File: src/logic/hpr_consts.svh
// constants of the host port and remote setup block
// assumes inclusion by the package and the host port module only
`ifndef HPR_CONSTS_SVH
`define HPR_CONSTS_SVH

`define HPR_MODE_OFF0       3'h0
`define HPR_MODE_ROM        3'h1
`define HPR_MODE_MUX        3'h2
`define HPR_MODE_SEP        3'h3
`define HPR_MODE_STB        3'h4
`define HPR_MODE_SER        3'h5

`define HPR_RDY_LOW_CYC     2

`define HPR_REG_CHEN_LO     5'h00
`define HPR_REG_CHEN_HI     5'h01
`define HPR_REG_RATE        5'h02
`define HPR_REG_TIMING      5'h03
`define HPR_REG_STATUS      5'h1F

// rate register fields
`define HPR_RATE_DR_LSB     0
`define HPR_RATE_POL_LSB    3
`define HPR_RATE_CM_LSB     6
// timing register fields
`define HPR_TIM_MAINTENANCE_RATE_SELECT_LSB    0
`define HPR_TIM_TRSEL_BIT   3
`define HPR_TIM_RESEL_BIT   4
`define HPR_TIM_CKM_BIT     5
`define HPR_TIM_CKC_BIT     6

// setup word layout
`define HPR_SU_CHEN_LSB     0
`define HPR_SU_DR_LSB       16
`define HPR_SU_POL_LSB      19
`define HPR_SU_CM_LSB       22
`define HPR_SU_TRSEL_BIT    24
`define HPR_SU_RESEL_BIT    25
`define HPR_SU_CKM_BIT      26
`define HPR_SU_CKC_BIT      27
`define HPR_SU_MAINTENANCE_RATE_SELECT_LSB     28
`define HPR_SU_TIMING_MASK  31'h0F00_0000

`define HPR_SER_ADDR_LAST   4'h5
`define HPR_SER_DATA_LAST   4'hD
`define HPR_SER_CNT_MAX     4'hE

`define HPR_REG_RST         8'h00

// synchroniser lanes of active-low pins (select, write, read, controller select)
`define HPR_PIN_IDLE_INV    22'h07_0002

`endif

File: src/logic/hpr_pkg.sv
// types of the host port and remote setup block
// assumes the constants header sits beside it
`include "hpr_consts.svh"
package hpr_pkg;
    typedef enum logic [2:0] {
        HPR_OFF,
        HPR_MUX,
        HPR_STB,
        HPR_SER
    } hpr_mode_e;

    typedef logic [30:0] hpr_setup_t;
endpackage

File: src/logic/hpr_host_port.sv
// host port (multiplexed, strobe/acknowledge, serial) and remote setup
// assumes bus pins asynchronous, peer setup from link logic on clk
`timescale 1ns/10ps
`include "hpr_consts.svh"
module hpr_host_port
    import hpr_pkg::*;
#(
    parameter int RDY_LOW_CYC = `HPR_RDY_LOW_CYC
) (
    input  wire logic        clk,
    input  wire logic        arst_n,
    input  wire logic [2:0]  host_port_mode_select,
    input  wire logic        chip_select_n,
    input  wire logic        write_strobe_or_direction,
    input  wire logic        read_strobe_n,
    input  wire logic        latch_strobe,
    input  wire logic [4:0]  index_in,
    input  wire logic [7:0]  data_in,
    output logic      [7:0]  data_out,
    output logic      [7:0]  data_oe,
    output logic             ready_out,
    output logic             ready_oe,
    input  wire logic        remote_master_select_n,
    input  wire logic        local_timing_setting_select,
    input  wire logic [30:0] local_pin_setup,
    input  wire logic [30:0] peer_setup,
    input  wire logic        peer_setup_valid,
    input  wire logic        peer_is_master,
    output logic      [30:0] setup_to_peer,
    output logic             setup_to_peer_valid,
    output logic      [30:0] effective_setup,
    output logic             data_path_enable,
    output logic             remote_controlled
);
    if (RDY_LOW_CYC < 1 || RDY_LOW_CYC > 15) begin : g_bad_rdy
        $error("hpr_host_port: RDY_LOW_CYC out of 1..15");
    end

    logic [21:0] sync_lvl;
    logic        cs_n, wr, rd_n, ale, rms_n, lts;
    logic [4:0]  idx;
    logic [7:0]  din;
    logic [2:0]  mode_pins;

    // active-low pins pass inverted, so the synchroniser reset reads them idle
    hpr_pin_sync #(.WIDTH(22)) u_sync (
        .clk    (clk),
        .arst_n (arst_n),
        .pin    ({host_port_mode_select, chip_select_n, write_strobe_or_direction, read_strobe_n,
                  latch_strobe, index_in, data_in, remote_master_select_n, local_timing_setting_select}
                 ^ `HPR_PIN_IDLE_INV),
        .level  (sync_lvl)
    );
    assign {mode_pins, cs_n, wr, rd_n, ale, idx, din, rms_n, lts} = sync_lvl ^ `HPR_PIN_IDLE_INV;

    // previous levels for edge detection
    logic cs_n_q, wr_q, rd_n_q, ale_q;
    always_ff @(posedge clk or negedge arst_n) begin
        if (!arst_n) begin
            cs_n_q <= 1'b1;
            wr_q   <= 1'b1;
            rd_n_q <= 1'b1;
            ale_q  <= 1'b0;
        end else begin
            cs_n_q <= cs_n;
            wr_q   <= wr;
            rd_n_q <= rd_n;
            ale_q  <= ale;
        end
    end

    wire cs_fall  = cs_n_q & ~cs_n;
    wire cs_rise  = ~cs_n_q & cs_n;
    wire cs_act   = ~cs_n;
    wire wr_fall  = wr_q & ~wr;
    wire wr_rise  = ~wr_q & wr;
    wire rd_fall  = rd_n_q & ~rd_n;
    wire ale_fall = ale_q & ~ale;
    wire sck_rise = ~ale_q & ale;

    hpr_mode_e mode;
    assign mode = (mode_pins == `HPR_MODE_MUX) ? HPR_MUX :
                  (mode_pins == `HPR_MODE_STB) ? HPR_STB :
                  (mode_pins == `HPR_MODE_SER) ? HPR_SER : HPR_OFF;

    // configuration store
    logic [7:0]  regs [0:31];
    logic [4:0]  idx_r;
    logic        dir_rd_r;
    logic [3:0]  rdy_cnt_r;
    logic [3:0]  ser_cnt_r;
    logic [4:0]  ser_sh_r;
    logic [7:0]  ser_out_r;
    logic        ser_loaded_r;

    // serial framing: read flag, 5 index bits, 8 data bits, msb first
    wire        ser_mode   = (mode == HPR_SER) & cs_act;
    wire        ser_addr   = ser_mode & sck_rise & (ser_cnt_r == `HPR_SER_ADDR_LAST);
    wire [4:0]  ser_idx    = {ser_sh_r[3:0], idx[0]};
    wire        ser_is_rd  = ser_addr ? ser_sh_r[4] : dir_rd_r;
    wire        ser_edge1  = idx[1];
    wire        ser_drive  = ser_edge1 ? (ale_q & ~ale) : sck_rise;
    wire        ser_load   = ser_mode & ser_is_rd & ser_drive & ~ser_loaded_r &
                             (ser_addr | (ser_cnt_r > `HPR_SER_ADDR_LAST));
    wire        ser_shift  = ser_mode & ser_is_rd & ser_drive & ser_loaded_r;

    wire [4:0]  rd_idx     = ser_addr ? ser_idx : idx_r;
    wire [7:0]  status     = {5'h00, remote_controlled, data_path_enable, ~rms_n};
    wire [7:0]  rd_val     = (rd_idx == `HPR_REG_STATUS) ? status : regs[rd_idx];

    // single write port per mode
    wire        wr_mux = (mode == HPR_MUX) & cs_act & wr_rise;
    wire        wr_stb = (mode == HPR_STB) & cs_rise & ~dir_rd_r;
    wire        wr_ser = ser_mode & sck_rise & ~dir_rd_r & (ser_cnt_r == `HPR_SER_DATA_LAST);
    wire        wr_en  = wr_mux | wr_stb | wr_ser;
    wire [7:0]  wr_dat = wr_ser ? {ser_out_r[6:0], idx[0]} : din;

    always_ff @(posedge clk or negedge arst_n) begin
        if (!arst_n) begin
            for (int i = 0; i < 32; i++) regs[i] <= `HPR_REG_RST;
        end else if (wr_en && idx_r != `HPR_REG_STATUS) begin
            regs[idx_r] <= wr_dat;
        end
    end

    // index and direction capture
    always_ff @(posedge clk or negedge arst_n) begin
        if (!arst_n) begin
            idx_r    <= 5'h00;
            dir_rd_r <= 1'b0;
        end else if (mode == HPR_MUX && ale_fall) begin
            idx_r    <= din[4:0];
        end else if (mode == HPR_STB && cs_fall) begin
            idx_r    <= idx;
            dir_rd_r <= wr;
        end else if (ser_addr) begin
            idx_r    <= ser_idx;
            dir_rd_r <= ser_sh_r[4];
        end
    end

    // serial bit counter and shifters
    always_ff @(posedge clk or negedge arst_n) begin
        if (!arst_n) begin
            ser_cnt_r    <= 4'h0;
            ser_sh_r     <= 5'h00;
            ser_out_r    <= 8'h00;
            ser_loaded_r <= 1'b0;
        end else if (!ser_mode) begin
            ser_cnt_r    <= 4'h0;
            ser_loaded_r <= 1'b0;
        end else begin
            if (sck_rise && ser_cnt_r != `HPR_SER_CNT_MAX) begin
                ser_cnt_r <= ser_cnt_r + 4'h1;
            end
            if (sck_rise && ser_cnt_r < `HPR_SER_ADDR_LAST) begin
                ser_sh_r  <= {ser_sh_r[3:0], idx[0]};
            end
            if (ser_load) begin
                ser_out_r    <= rd_val;
                ser_loaded_r <= 1'b1;
            end else if (ser_shift) begin
                ser_out_r    <= {ser_out_r[6:0], 1'b0};
            end else if (sck_rise && !dir_rd_r && ser_cnt_r > `HPR_SER_ADDR_LAST) begin
                ser_out_r    <= {ser_out_r[6:0], idx[0]};
            end
        end
    end

    // ready / acknowledge timing
    wire rdy_expire = (rdy_cnt_r == 4'h1);
    always_ff @(posedge clk or negedge arst_n) begin
        if (!arst_n) begin
            ready_out <= 1'b1;
            ready_oe  <= 1'b0;
            rdy_cnt_r <= 4'h0;
        end else if ((mode != HPR_MUX && mode != HPR_STB) || !cs_act) begin
            ready_out <= 1'b1;
            ready_oe  <= 1'b0;
            rdy_cnt_r <= 4'h0;
        end else begin
            ready_oe <= 1'b1;
            if ((mode == HPR_MUX && (rd_fall || wr_fall)) || (mode == HPR_STB && cs_fall)) begin
                ready_out <= (mode == HPR_STB);
                rdy_cnt_r <= 4'(RDY_LOW_CYC);
            end else if (rdy_expire) begin
                ready_out <= (mode == HPR_MUX);
                rdy_cnt_r <= 4'h0;
            end else if (rdy_cnt_r != 4'h0) begin
                rdy_cnt_r <= rdy_cnt_r - 4'h1;
            end
        end
    end

    // data bus drive
    wire mux_rd_drv = (mode == HPR_MUX) & cs_act & ~rd_n;
    wire stb_rd_drv = (mode == HPR_STB) & cs_act & dir_rd_r & ~cs_fall;
    wire ser_drv    = ser_mode & (ser_load | ser_loaded_r);
    always_ff @(posedge clk or negedge arst_n) begin
        if (!arst_n) begin
            data_out <= 8'h00;
            data_oe  <= 8'h00;
        end else if (ser_drv) begin
            data_out <= {7'h00, ser_load ? rd_val[7] : (ser_shift ? ser_out_r[6] : ser_out_r[7])};
            data_oe  <= 8'h01;
        end else if (mux_rd_drv || stb_rd_drv) begin
            data_out <= rd_val;
            data_oe  <= 8'hFF;
        end else begin
            data_out <= 8'h00;
            data_oe  <= 8'h00;
        end
    end

    // local setup from registers, or from pins with the port off
    hpr_setup_t reg_setup;
    hpr_setup_t local_setup;
    hpr_setup_t remote_mix;
    wire [7:0] r_rate = regs[`HPR_REG_RATE];
    wire [7:0] r_tim  = regs[`HPR_REG_TIMING];
    assign reg_setup = {r_tim[`HPR_TIM_MAINTENANCE_RATE_SELECT_LSB +: 3], r_tim[`HPR_TIM_CKC_BIT], r_tim[`HPR_TIM_CKM_BIT],
                        r_tim[`HPR_TIM_RESEL_BIT], r_tim[`HPR_TIM_TRSEL_BIT], r_rate[`HPR_RATE_CM_LSB +: 2],
                        r_rate[`HPR_RATE_POL_LSB +: 3], r_rate[`HPR_RATE_DR_LSB +: 3],
                        regs[`HPR_REG_CHEN_HI], regs[`HPR_REG_CHEN_LO]};
    assign local_setup = (mode == HPR_OFF) ? local_pin_setup : reg_setup;
    assign remote_mix  = lts ? ((peer_setup & ~`HPR_SU_TIMING_MASK) | (local_setup & `HPR_SU_TIMING_MASK))
                             : peer_setup;

    wire is_master  = ~rms_n;
    wire both_mstr  = is_master & peer_is_master;
    wire take_peer  = ~is_master & peer_is_master & peer_setup_valid;

    always_ff @(posedge clk or negedge arst_n) begin
        if (!arst_n) begin
            setup_to_peer       <= 31'h0000_0000;
            setup_to_peer_valid <= 1'b0;
            effective_setup     <= 31'h0000_0000;
            data_path_enable    <= 1'b0;
            remote_controlled   <= 1'b0;
        end else begin
            setup_to_peer       <= local_setup;
            setup_to_peer_valid <= is_master;
            effective_setup     <= take_peer ? remote_mix : local_setup;
            data_path_enable    <= ~both_mstr;
            remote_controlled   <= take_peer;
        end
    end
endmodule // hpr_host_port

File: src/logic/hpr_pin_sync.sv
// three-stage pin synchroniser with agreement filter
// assumes asynchronous pins against clk
`timescale 1ns/10ps
module hpr_pin_sync #(
    parameter int WIDTH = 1
) (
    input  wire logic             clk,
    input  wire logic             arst_n,
    input  wire logic [WIDTH-1:0] pin,
    output logic      [WIDTH-1:0] level
);
    logic [WIDTH-1:0] s1_r;
    logic [WIDTH-1:0] s2_r;
    logic [WIDTH-1:0] s3_r;
    logic [WIDTH-1:0] agree;

    if (WIDTH < 1) begin : g_bad_width
        $error("hpr_pin_sync: WIDTH must be positive");
    end

    assign agree = ~(s2_r ^ s3_r);

    always_ff @(posedge clk or negedge arst_n) begin
        if (!arst_n) begin
            s1_r  <= '0;
            s2_r  <= '0;
            s3_r  <= '0;
            level <= '0;
        end else begin
            s1_r  <= pin;
            s2_r  <= s1_r;
            s3_r  <= s2_r;
            level <= (agree & s3_r) | (~agree & level);
        end
    end
endmodule // hpr_pin_sync

File: config.mk
export PLATFORM = sky130hd
export DESIGN_NAME = hpr_host_port
export DESIGN_NICKNAME = d
export VERILOG_FILES = /design/src/logic/hpr_pkg.sv /design/src/logic/hpr_host_port.sv /design/src/logic/hpr_pin_sync.sv
export VERILOG_INCLUDE_DIRS = /design/src /design/src/logic
export SDC_FILE = /design/constraint.sdc
export NUM_CORES = 1
export LEC_CHECK = 0
export BUFFER_PORTS_ARGS = -buffer_cell sky130_fd_sc_hd__buf_2
export CAP_MARGIN = 20
export CORE_ASPECT_RATIO = 1.5
export CORE_MARGIN = 2
export CORE_UTILIZATION = 45
export CTS_BUF_LIST = sky130_fd_sc_hd__clkbuf_4 sky130_fd_sc_hd__clkbuf_8
export CTS_CLUSTER_DIAMETER = 100
export DETAILED_ROUTE_END_ITERATION = 7
export PLACE_DENSITY_LB_ADDON = 0.25
export SYNTH_ARGS = -nofsm -noshare
export SYNTH_HDL_FRONTEND = slang
export SYNTH_SLANG_ARGS = --single-unit
File: constraint.sdc
create_clock -name clk -period 7.4 [get_ports clk]
set_input_delay 0.37 -clock clk [delete_from_list [all_inputs] [get_ports clk]]
set_output_delay 0.37 -clock clk [all_outputs]
set_load 0.01 [all_outputs]
# Word-level counts from Yosys, hierarchy flattened
# Index checks and enable logic that the tools add are counted.
[totals]
elab_cells = 198
input_bits = 88
output_inout_bits = 83
regBits = 459
[classes]
magnitude_cmp = 5
n_addsub = 2
reduce_logical = 22
bitwise_logic = 56
muxes = 41
n_eq_ne = 16
[ops]
columns = ["op", "n"]
rows = [
  ["$bwmux 256", 1],
  ["$mux 8", 12],
  ["$mux 31", 3],
  ["$and 22x22->22", 2],
  ["$not 22->22", 2],
  ["$bmux 8 s5", 1],
  ["$demux 8 s5", 1],
  ["$or 31x28->31", 1],
  ["$and 1x1->1", 29],
  ["$mux 4", 6],
  ["$or 22x22->22", 1],
  ["$xor 22x22->22", 1],
  ["$mux 5", 3],
  ["$ge 6x6->1 const B", 2],
  ["$not 1->1", 12],
  ["$not 5->6", 2],
  ["$mux 1", 11],
  ["$logic_and 1x1->1", 10],
  ["$not 4->4", 2],
  ["$reduce_bool 4->1", 2],
  ["$eq 3x3->1 const B", 2],
  ["$lt 6x1->1 const B", 1],
  ["$mux 2", 3],
  ["$ne 2x1->1 const B", 3],
  ["20 further kinds", 29],
]

# Logic depth before layout (Yosys ltp)
# Gate-level depths: netlist (run 1).
[depth]
depth_word = 16
mapped_depth = 13
ltp_nobuf = 10

# Modules after synthesis
# From an unflattened synthesis (run 1), not the netlist that was laid out.
[unflattened]
hier_cells = 1845
area_unflattened_um2 = 19159.6
[modules_own_cells]
columns = ["mod", "area_per_inst_um2", "instances", "seq_area_each_um2", "cells_per_inst"]
rows = [
  ["hpr_host_port", 16709.8, 1, 9138.8, 1735],
  ["hpr_pin_sync", 2449.8, 1, 2202.1, 110],
]

# Worst setup path before layout (run 1)
# OpenSTA, ideal clock, no wires.
[synth_path]
path_kind = "flip-flop to flip-flop"
start = "reg ser_cnt_r[1]"
end = "reg data_out[0]"
required_time_ns = 7.264
path_slack_ns = 4.581
t_arrival_ns = 2.683
stages_incl_launch_ff = 13
n_path_buf = 2
setup_ns = 0.136
period_less_slack_ns = 2.819
cell_sequence = "dfrtp_1 inv_1 ha_1 and2_1 buf_2 nand3_1 a21boi_0 buf_2 or2_2 o32ai_1 or4_1 nand2_1 o221ai_2"
[synth_between]
elab_chain_len = 10
[synth_lines]
columns = ["element", "line_no", "text"]
rows = [
  ["start: declaration", "hpr_host_port.sv:91", "logic [3:0] ser_cnt_r;"],
  ["start signal: assignment", "hpr_host_port.sv:154", "ser_cnt_r <= ser_cnt_r + 4'h1;"],
  ["$eq 4x3->1 (no source line)", "--", ""],
  ["$and 1x1->1", "hpr_host_port.sv:98", "wire ser_addr = ser_mode & sck_rise & (ser_cnt_r == `HPR_SER_ADDR_LAST);"],
  ["$mux 5 / $mux 1 (equally long branches)", "--", ""],
  ["$not 5->6 (implied by the code) / $and 1x1->1 (equally long branches)", "hpr_host_port.sv:109, hpr_host_port.sv:103, hpr_host_port.sv:105", ""],
  ["$bmux 8 s5 / $and 1x1->1 (equally long branches)", "hpr_host_port.sv:109, hpr_host_port.sv:103, hpr_host_port.sv:105", ""],
  ["$mux 8 (implied by the code) / $and 1x1->1 (equally long branches) (2 in series)", "hpr_host_port.sv:109, hpr_host_port.sv:103", ""],
  ["$mux 8 / $or 1x1->1 (equally long branches)", "hpr_host_port.sv:109, hpr_host_port.sv:198", ""],
  ["$mux 8, or another cell as far along", "hpr_host_port.sv:206", "end else if (mux_rd_drv || stb_rd_drv) begin"],
  ["$mux 8 *", "hpr_host_port.sv:203", "end else if (ser_drv) begin"],
  ["end signal: assignment", "hpr_host_port.sv:204", "data_out <= {7'h00, ser_load ? rd_val[7] : (ser_shift ? ser_out_r[6] : ser_out_r[7])};"],
  ["end signal: assignment", "hpr_host_port.sv:207", "data_out <= rd_val;"],
  ["end: declaration", "hpr_host_port.sv:19", "output logic [7:0] data_out,"],
]
# Mark *: on every way between the ends. The rest lies on a longest branch, timed or not. The select of a mux whose other input is x is not followed.
# A chain may end at the register's enable or synchronous reset.

==> qor.txt, run 1 <==
largest net degree at the start of global routing - 160
Pre-antenna DRT Iters - 5
share of layout cells above drive strength 1 - 20.9%
CP Data Required Time - 7.92 ns
core area - 41900 µm²
Die X - 172 µm
Vias per Instance - 5.46
max frequency - 223 MHz
vias - 14600
row count - 92
compound-gate portion of the synthesized area - 13.5%
EDFF count, synth - 0
IO buf count - 170
I/O pins - 171
final net count - 2148
Synth Area per Inst - 10.5 µm²
DRC viols - 0
startpoint types - flop
Async SR Flop Fraction - 100%
Initial Util - 45.5%
clock transition at the registers of the reported paths - 0.07 ns
Synth Register Bits - 453
pre-CTS WS - 2.92 ns
Adder-Cell Fraction of Synth Area - 1.55%
HP Class - primary input to flop
final wirelength - 53800 µm
routed len/inst - 20.1 µm
count of pins over their slew limit - 0
Synth cell types - 75
minimum clock period - 4.48 ns
fin util - 54.5%
Slew HR - 20.8%
synthesized area - 19000 µm²
post-detail-place hpwl - 35300 µm
post-synthesis mux area share - 6.32%
TritonCTS Buffers - 69
Worst path max stage delay - 0.82 ns
Sink Count - 453
Max-Cap Viols - 0
Setup TNS - 0 ns
crit end category - flop
cts repair resizes - 0
CTS tree - built
clk_skew - 0.0382 ns
Skew-Pair Late Insertion Delay - 0.66 ns
Synth Area in XOR/XNOR - 0.184%
Synth Flop Type - dfrtp_1
postcts setup bufs - 0
crit-path cells - nor3b_2 -> nand4_2 -> buf_4 -> nand2_4 -> buf_4 -> mux2i_1 -> a32oi_1 -> and3_1 -> a311oi_1 -> o221ai_1
Worst path most repeated cell - buf_4
clock root buffer master - clkbuf_8
cell count after synthesis - 1817
main combinational cell family by area after synthesis - simple AND/OR/NAND/NOR gates
simple-gate share of the synthesized area - 15.2%
Die Height - 256 µm
Final period util - 60.6%
register area share after synthesis - 59.5%
Finish-stage setup viols - 0
post-synthesis net count - 1911
crit path kind - flop to flop
Slew @ Worst Pin - 1.17 ns
Synth Warn # - 0
area grow syn2layout - 19.9%
largest fanout on the critical path - 63
grt ovf - 0
setup ws final - 2.92 ns
DR iter-0 viols - 999
Area contributors post-synth - dfrtp_1 (59%), nor2_1 (5.8%), a21oi_1 (5.4%)
leakage - 10.5 nW
initial antenna violation count - 1
clock buffer depth - 3
global placement routability congestion - 0.924
RSZ-0062 raised after global routing - false
vias in the first global route - 14900
Post-CTS Hold Fix Bufs - 86
status - complete, no violations
gr usage total - 24.8%
cell taking the most area after synthesis - dfrtp_1
die area - 44000 µm²
worst path arrival time - 5.00 ns
Hold Fails Final Rpt - 0
share of the synthesized area in the top cell type - 59.0%
Worst VDD drop - 0.217 mV
CP max stage cell - nor3b_2
post-route ant nets - 0
power per standard cell area - 316 nW/µm²
Fin Hold WS - 0.307 ns
first-pass GRT wire length - 83100 µm
CTS H-tree depth - 3
[registers in the layout (all words and copies together) (netlist names), 16 cells and up, named ones only]
signal / cells
u_sync.s2_r: 22
u_sync.s1_r: 22
setup_to_peer: 31
u_sync.s3_r: 22
regs: 224
reg_setup: 16
effective_setup: 31
[synthesized netlist by cell type (8+ instances only)]
cell and n:
a21oi_1 206, clkbuf_1 69, o21ai_0 71, inv_1 23
nand3_1 39, maj3_1 22, nand2_1 213, buf_2 36
a211oi_1 27, and3_1 32, nor2_1 294, a31oi_1 23
nand2b_1 19, nor2b_1 8, dfrtp_1 449, mux4_2 8
a311oi_1 16, mux2_2 58, a32oi_1 19, mux2i_1 37
buf_4 18
[worst max-delay path: cells and delay by family, from the launching register on]
kind	cells	cell delay, ns
AND/OR/NAND/NOR	4	1.66
flip-flops	1	0.44
buffers and inverters	2	0.98
AO/OA/AOI/OAI	3	0.91
multiplexers	1	0.26
[logic make-up (layout without fill, tap and decap cells)]
kind of cell | count (synthesis) | in the layout
adders and majority gates | 28 | 28
AOI/OAI and AO/OA | 421 | 421
buffers and inverters | 152 | 443
xor gates and xnor gates | 4 | 4
other | 0 | 2
DFF | 453 | 453
muxes | 103 | 103
and+or+nand+nor | 656 | 656
[final timing paths]
path,startpoint,end,slack (ns),cells after the start
worst max-delay path,flop,ser_out_r[6],2.92,10
worst min-delay path,peer_setup_valid,effective_setup[11],0.31,5
worst max register to register,flop,ser_out_r[6],2.92,10
worst min register to register,u_sync.s1_r[15],u_sync.s2_r[15],0.34,0
max in group asynchronous,arst_n,idx_r[3],5.45,3
min in group asynchronous,arst_n,asynchronous set/reset pin,0.39,2
[power by group]
part	switching (mW)	total, mW	internal [mW]
sequential	0.287	3.16	2.87
clock	1.01	2.24	1.22
combinational	1.16	1.82	0.656
[routing by layer]
metal | up-vias | wire length [µm] | GRT usage, % | share of wire [%]
met4 | 0 | 3380 | 15.4 | 6.3
met1 | 7125 | 20600 | 29.4 | 38
met2 | 527 | 26900 | 41.8 | 50
met3 | 171 | 2890 | 3.82 | 5.4
li1 | 6788 | - | - | -
met5 | - | 0 | 0 | 0
[through the flow]
stage          cell area (µm²)  cells  power [mW]
2_1_floorplan            19000   1817        4.26
3_3_place_gp             20300   2447        4.90
3_5_place_dp             20400   2450        4.96
6_report                 22800   2674        7.22
5_1_grt                  22800   2673        7.56
4_1_cts                  22700   2661        7.24
[layout make-up]
class / count / area, µm²
Antenna cell: 2 / 5.00
Clock buffer: 106 / 1320
Timing Repair Buffer: 295 / 2070
Sequential cell: 453 / 11300
Clock inverter: 19 / 195
Tap cell: 564 / 706
Inverter: 23 / 86.3
Fill cell: 3737 / 19100
Multi-Input combinational cell: 1212 / 7120
[cells in the final DEF (no fill, tap or decap), types with 22 or more instances in the layout]
cell type	instances
buf_2	169
nor2_1	292
clkbuf_8	83
mux2_2	58
dfrtp_1	449
a21oi_1	206
maj3_1	22
a211oi_1	27
dlygate4sd3_1	86
clkbuf_4	23
inv_1	23
nand3_1	39
a31oi_1	23
nand2_1	213
mux2i_1	27
buf_4	32
o21ai_0	71
and3_1	32
Power figures use the tool's default switching activity.
==> run 2: changes to the inputs <==
clock period = 3.62 ns   (was 7.4 ns; I/O delays follow)
==> qor.txt, run 2 (synthesized netlist as in run 1, its figures left out) <==
status - complete, no violations
Die Height - 256 µm (unchanged)
Worst VDD drop - 0.382 mV (+76%)
final net count - 2219 (+3.3%)
worst path arrival time - 4.03 ns (-0.97 ns)
Layout Cells excl Fill - 2739 (+2.4%)
clock root buffer master - clkbuf_8
core area - 41900 µm² (unchanged)
max frequency - 287 MHz (+29%)
Final Instance Area - 23400 µm² (+2.5%)
post-route ant nets - 0 (unchanged)
CP max stage cell - a31oi_1
IO buf count - 170 (unchanged)
Largest Register - regs
share of layout cells above drive strength 1 - 22.1% (+1.2 points)
clock buffer depth - 3 (unchanged)
clock transition at the registers of the reported paths - 0.06 ns (about the same)
die area - 44000 µm² (unchanged)
Final period util - 96.1% (+36 points)
Slew HR - 33.5% (+13 points)
minimum clock period - 3.48 ns (-1.00 ns)
crit end category - flop
Worst path max stage delay - 0.48 ns (-0.34 ns)
startpoint types - flop
largest net degree at the start of global routing - 97 (-39%)
DRC viols - 0 (unchanged)
routed len/inst - 20.8 µm (+3.4%)
Setup TNS - 0 ns (unchanged)
biggest regs - regs x224, effective_setup x31, setup_to_peer x31
Finish-stage setup viols - 0 (unchanged)
Skew-Pair Late Insertion Delay - 0.65 ns (about the same)
first-pass GRT wire length - 88500 µm (+6.4%)
Max-Cap Viols - 0 (unchanged)
Sink Count - 453 (unchanged)
cts repair resizes - 0 (unchanged)
leading cell type in the layout, fill and taps excluded - dfrtp_1
vias - 14900 (+2.3%)
CP Data Required Time - 4.17 ns (-3.75 ns)
Hold Fails Final Rpt - 0 (unchanged)
leakage - 10.9 nW (+3.2%)
RSZ-0062 raised after global routing - false
post-detail-place hpwl - 38600 µm (+9.4%)
crit-path cells - inv_1 -> ha_1 -> and2_1 -> buf_4 -> a31oi_1 -> nor2_4 -> buf_4 -> nand2_1 -> a31oi_1 -> o211ai_1 -> and4_1 -> o221ai_1
Die X - 172 µm (unchanged)
placed cell area - 20800 µm² (+2.4%)
placed insts - 2509 (+2.4%)
CTS H-tree depth - 3 (unchanged)
Initial Util - 45.5% (unchanged)
global placement routability congestion - 0.986 (+6.7%)
DR iter-0 viols - 1161 (+16%)
crit path kind - flop to flop
HP Class - primary input to flop
most frequent cells in the layout - dfrtp_1 (449), nor2_1 (292), nand2_1 (213)
power per standard cell area - 636 nW/µm² (+100%)
TritonCTS Buffers - 68 (-1.4%)
initial antenna violation count - 1 (unchanged)
largest fanout on the critical path - 33 (-48%)
I/O pins - 171 (unchanged)
grt ovf - 0 (unchanged)
postcts setup bufs - 0 (unchanged)
Fill cells - 3613 (-3.3%)
area grow syn2layout - 22.8%
row count - 92 (unchanged)
Slew @ Worst Pin - 0.995 ns (-0.170 ns)
clk_skew - 0.0418 ns (+0.00362 ns)
CTS tree - built
final wirelength - 57000 µm (+5.9%)
count of pins over their slew limit - 0 (unchanged)
Fin Hold WS - 0.151 ns (-0.156 ns)
gr usage total - 26.5% (+1.8 points)
Pre-antenna DRT Iters - 5 (unchanged)
Vias per Instance - 5.46 (-0.12%)
vias in the first global route - 15700 (+5.4%)
Largest register FFs - 224 (unchanged)
-- run 2: changes by cell type in the layout (fill, tap and decap cells not counted), sizes merged --
cell	previous run	this run
dlygate4sd3	86	110
clkinvlp	2	3
buf	209	257
bufinv	2	1
clkinv	10	2
clkbuf	106	107
-- run 2: worst max-delay path: cells and delay by family (launching register included) --
family | cells | cell delay, ns
fa+ha+maj | 1 | 0.22
flops | 1 | 0.42
buf+inv | 3 | 0.71
compound gates | 4 | 1.07
simple gates | 4 | 0.96
-- run 2: repair_timing --
| action | 4_1_cts | 5_1_grt |
|---|---|---|
| endpoints found under the hold margin | 173 | 0 |
| endpoints found under the setup margin | 0 | 0 |
| hold buffers | 110 | 0 |
-- run 2: cell type report --
class / count / area (µm²) / area share [%]
diodes: 2 / 5.00 / 0.0214
clock buffers: 107 / 1340 / 5.71
clock inverters: 11 / 114 / 0.487
inverters: 23 / 86.3 / 0.369
multi-input cells: 1212 / 7110 / 30.4
flip-flops and latches: 453 / 11300 / 48.5
well taps: 564 / 706 / 3.02
repair buffers: 367 / 2700 / 11.5
-- run 2: stage by stage --
step                      setup slack, ns  power [mW]  utilization [%]
final                               0.141        14.9             55.8
after global routing               0.0139        15.6             55.8
after CTS                           0.157        14.9             55.8
after detailed placement            0.161        10.4             49.7
after global placement              0.294        10.3             49.7
after floorplan                     0.801        8.71                -
-- run 2: metal layers --
metal | vias to the layer above | track usage (%) | routed length, µm
met1 | 7362 | 30.3 | 21500
met4 | 0 | 16.1 | 3430
met3 | 173 | 3.71 | 2540
met5 | - | 0 | 0
met2 | 502 | 46.6 | 29500
li1 | 6911 | - | -
-- run 2: path summary, 6_finish.rpt --
check | start | end | slack, ns | cells past startpoint
max reg2reg | ser_cnt_r[1] | ser_out_r[4] | 0.14 | 12
max | ser_cnt_r[1] | ser_out_r[4] | 0.14 | 12
min reg2reg | u_sync.s1_r[1] | u_sync.s2_r[1] | 0.33 | 0
min in group asynchronous | arst_n | asynchronous set/reset pin | 0.17 | 2
min | peer_setup_valid | effective_setup[22] | 0.15 | 5
max in group asynchronous | arst_n | regs[130] | 2.52 | 3
-- run 2: report_power, final --
group | switching, mW | total, mW | leakage [nW] | internal, mW
clock | 1.98 | 4.41 | 0.762 | 2.43
sequential | 0.622 | 6.50 | 5.94 | 5.88
combinational | 2.43 | 3.98 | 4.17 | 1.55
==> run 3: changes to the inputs <==
CORE_UTILIZATION = 43   (was 45)
==> qor.txt, run 3 (synthesized netlist as in run 1, its figures left out) <==
status - complete, no violations
Sink Count - 453 (unchanged)
first-pass GRT wire length - 87600 µm (-1.0%)
Slew @ Worst Pin - 1.06 ns (+0.0638 ns)
Setup TNS - 0 ns (unchanged)
IO buf count - 170 (unchanged)
max frequency - 295 MHz (+2.7%)
gr usage total - 25.0% (-1.6 points)
Top Family by Delay on Critical Path - compound AO/OA/AOI/OAI gates
DR iter-0 viols - 1015 (-13%)
Fin Hold WS - 0.195 ns (+0.0437 ns)
internal power - 9.94 mW (+0.81%)
share of layout cells above drive strength 1 - 22.4% (+0.35 points)
vias in the first global route - 15300 (-2.7%)
Initial Util - 43.5% (-1.9 points)
leading cell type in the layout, fill and taps excluded - dfrtp_1
clock power share - 29.3% (-0.3 points)
RSZ-0062 raised after global routing - false
Pre-antenna DRT Iters - 6 (+1)
final wirelength - 56500 µm (-0.90%)
Hold Fails Final Rpt - 0 (unchanged)
Die X - 176 µm (+2.2%)
power per standard cell area - 638 nW/µm² (+0.22%)
cell depth of the worst setup path - 10 (-2)
routed len/inst - 20.4 µm (-1.8%)
global placement routability congestion - 0.956 (-3.1%)
post-route ant nets - 0 (unchanged)
share of power burned in registers - 43.2% (-0.5 points)
Worst R2R Path Depth - 10 (-2)
Sequential Area - 11300 µm² (unchanged)
Worst VDD drop - 0.281 mV (-26%)
CP Data Required Time - 4.13 ns (-0.04 ns)
clock buffer depth - 3 (unchanged)
startpoint types - flop
count of pins over their slew limit - 0 (unchanged)
clock root buffer master - clkbuf_8
leakage - 11.0 nW (+0.86%)
Skew-Pair Late Insertion Delay - 0.64 ns (about the same)
DRC viols - 0 (unchanged)
TritonCTS Buffers - 69 (+1.5%)
NetSw - 5.08 mW (+1.0%)
crit path kind - flop to flop
largest net degree at the start of global routing - 127 (+31%)
largest fanout on the critical path - 12 (-64%)
multi-input logic area - 7110 µm² (about the same)
Fill cells - 3842 (+6.3%)
biggest regs - regs x224, effective_setup x31, setup_to_peer x31
setup ws final - 0.231 ns (+0.0904 ns)
crit end category - flop
post-detail-place hpwl - 38300 µm (-0.85%)
I/O pins - 171 (unchanged)
worst path arrival time - 3.90 ns (-0.13 ns)
RR Endpoint - ser_out_r[6]
minimum clock period - 3.39 ns (-0.0904 ns)
final net count - 2233 (+0.63%)
placed cell area - 20900 µm² (+0.50%)
Worst path max stage delay - 0.53 ns (+0.05 ns)
CP max stage cell - or3b_4
vias - 14900 (-0.45%)
flop-to-flop setup slack - 0.23 ns (+0.09 ns)
postcts setup bufs - 0 (unchanged)
most frequent cells in the layout - dfrtp_1 (449), nor2_1 (292), nand2_1 (213)
CTS H-tree depth - 3 (unchanged)
min-delay src - index_in[1]
sw frac - 33.8% (+0.047 points)
clk_skew - 0.0319 ns (-0.00994 ns)
Largest register FFs - 224 (unchanged)
clock transition at the registers of the reported paths - 0.06 ns (about the same)
combinational share of power - 27.5% (+0.8 points)
Largest Register - regs
row count - 94 (+2.2%)
worst hold stages - 2 (-3)
Die Height - 262 µm (+2.3%)
pre-CTS WS - 0.186 ns (+0.0251 ns)
crit-path cells - or3b_4 -> o31ai_4 -> nand2_4 -> buf_4 -> mux2i_1 -> a2bb2oi_1 -> a41oi_1 -> a311oi_2 -> buf_4 -> o221ai_1
core area - 43800 µm² (+4.4%)
Final period util - 93.6% (-2.5 points)
HP Class - primary input to flop
grt ovf - 0 (unchanged)
WP buf/inv - 2 (-1)
area grow syn2layout - 23.7%
Max-Cap Viols - 0 (unchanged)
Slew HR - 29.2% (-4.3 points)
Vias per Instance - 5.38 (-1.4%)
initial antenna violation count - 1 (unchanged)
die area - 46000 µm² (+4.6%)
CTS tree - built
Worst path most repeated cell - buf_4
Final Instance Area - 23600 µm² (+0.66%)
Critical Path End - ser_out_r[6]
Finish-stage setup viols - 0 (unchanged)
[run 3: cell count changes in the layout (fill, tap and decap cells not counted), sizes merged]
cell         change
buf              +8
clkinv           +5
clkinvlp         -3
diode            -1
dlygate4sd3      +5
[run 3: through the flow]
stage / util, % / instances / power (mW)
2_1_floorplan: - / 1817 / 8.71
3_3_place_gp: 47.9 / 2529 / 10.4
3_5_place_dp: 47.9 / 2529 / 10.5
4_1_cts: 53.8 / 2764 / 15.1
5_1_grt: 53.8 / 2765 / 15.8
6_report: 53.8 / 2765 / 15.0
[run 3: area by class of cell]
cell class / count / share of cell area (%)
Sequential cell: 453 / 48.1
Tap cell: 576 / 3.06
Timing Repair Buffer: 380 / 12.1
Clock buffer: 107 / 5.64
Clock inverter: 13 / 0.494
Antenna cell: 1 / 0.0106
Multi-Input combinational cell: 1212 / 30.2
Inverter: 23 / 0.367
[run 3: layer usage]
layer | routed length (µm) | track usage (%) | share of wire [%] | vias up
met1 | 21700 | 28.8 | 38 | 7309
met2 | 29700 | 45.4 | 53 | 488
li1 | - | - | - | 6947
met5 | 0 | 0 | 0 | -
met4 | 2410 | 11.6 | 4.3 | 0
met3 | 2690 | 4.04 | 4.8 | 137
[run 3: worst reg2reg max path: cells and delay by family, from the launching register on]
kind / cells / cell delay (ns)
buf+inv: 2 / 0.42
compound gates: 5 / 1.29
flops: 1 / 0.46
mux: 1 / 0.39
simple gates: 2 / 0.72
[run 3: worst min path at each step]
stage                                       to  slack [ns]
finish                         u_sync.s1_r[11]        0.19
global route                    u_sync.s1_r[9]        0.17
CTS                            u_sync.s1_r[11]        0.14
detailed placement             u_sync.s1_r[11]        0.29
global placement                u_sync.s1_r[3]        0.29
floorplan           asynchronous set/reset pin       -0.11
[run 3: what timing repair did]
action,4_1_cts,5_1_grt
hold buffers,115,0
endpoints found under the hold margin,201,0
resized for setup,0,2
endpoints found under the setup margin,0,4
[run 3: power groups by stage]
stage          combinational [mW]  clock, mW  sequential (mW)
6_report                     4.12       4.41             6.49
5_1_grt                      4.44       4.77             6.58
3_5_place_dp                 3.95          0             6.56
3_3_place_gp                 3.87          0             6.54
2_1_floorplan                2.36          0             6.35
4_1_cts                      4.10       4.52             6.47
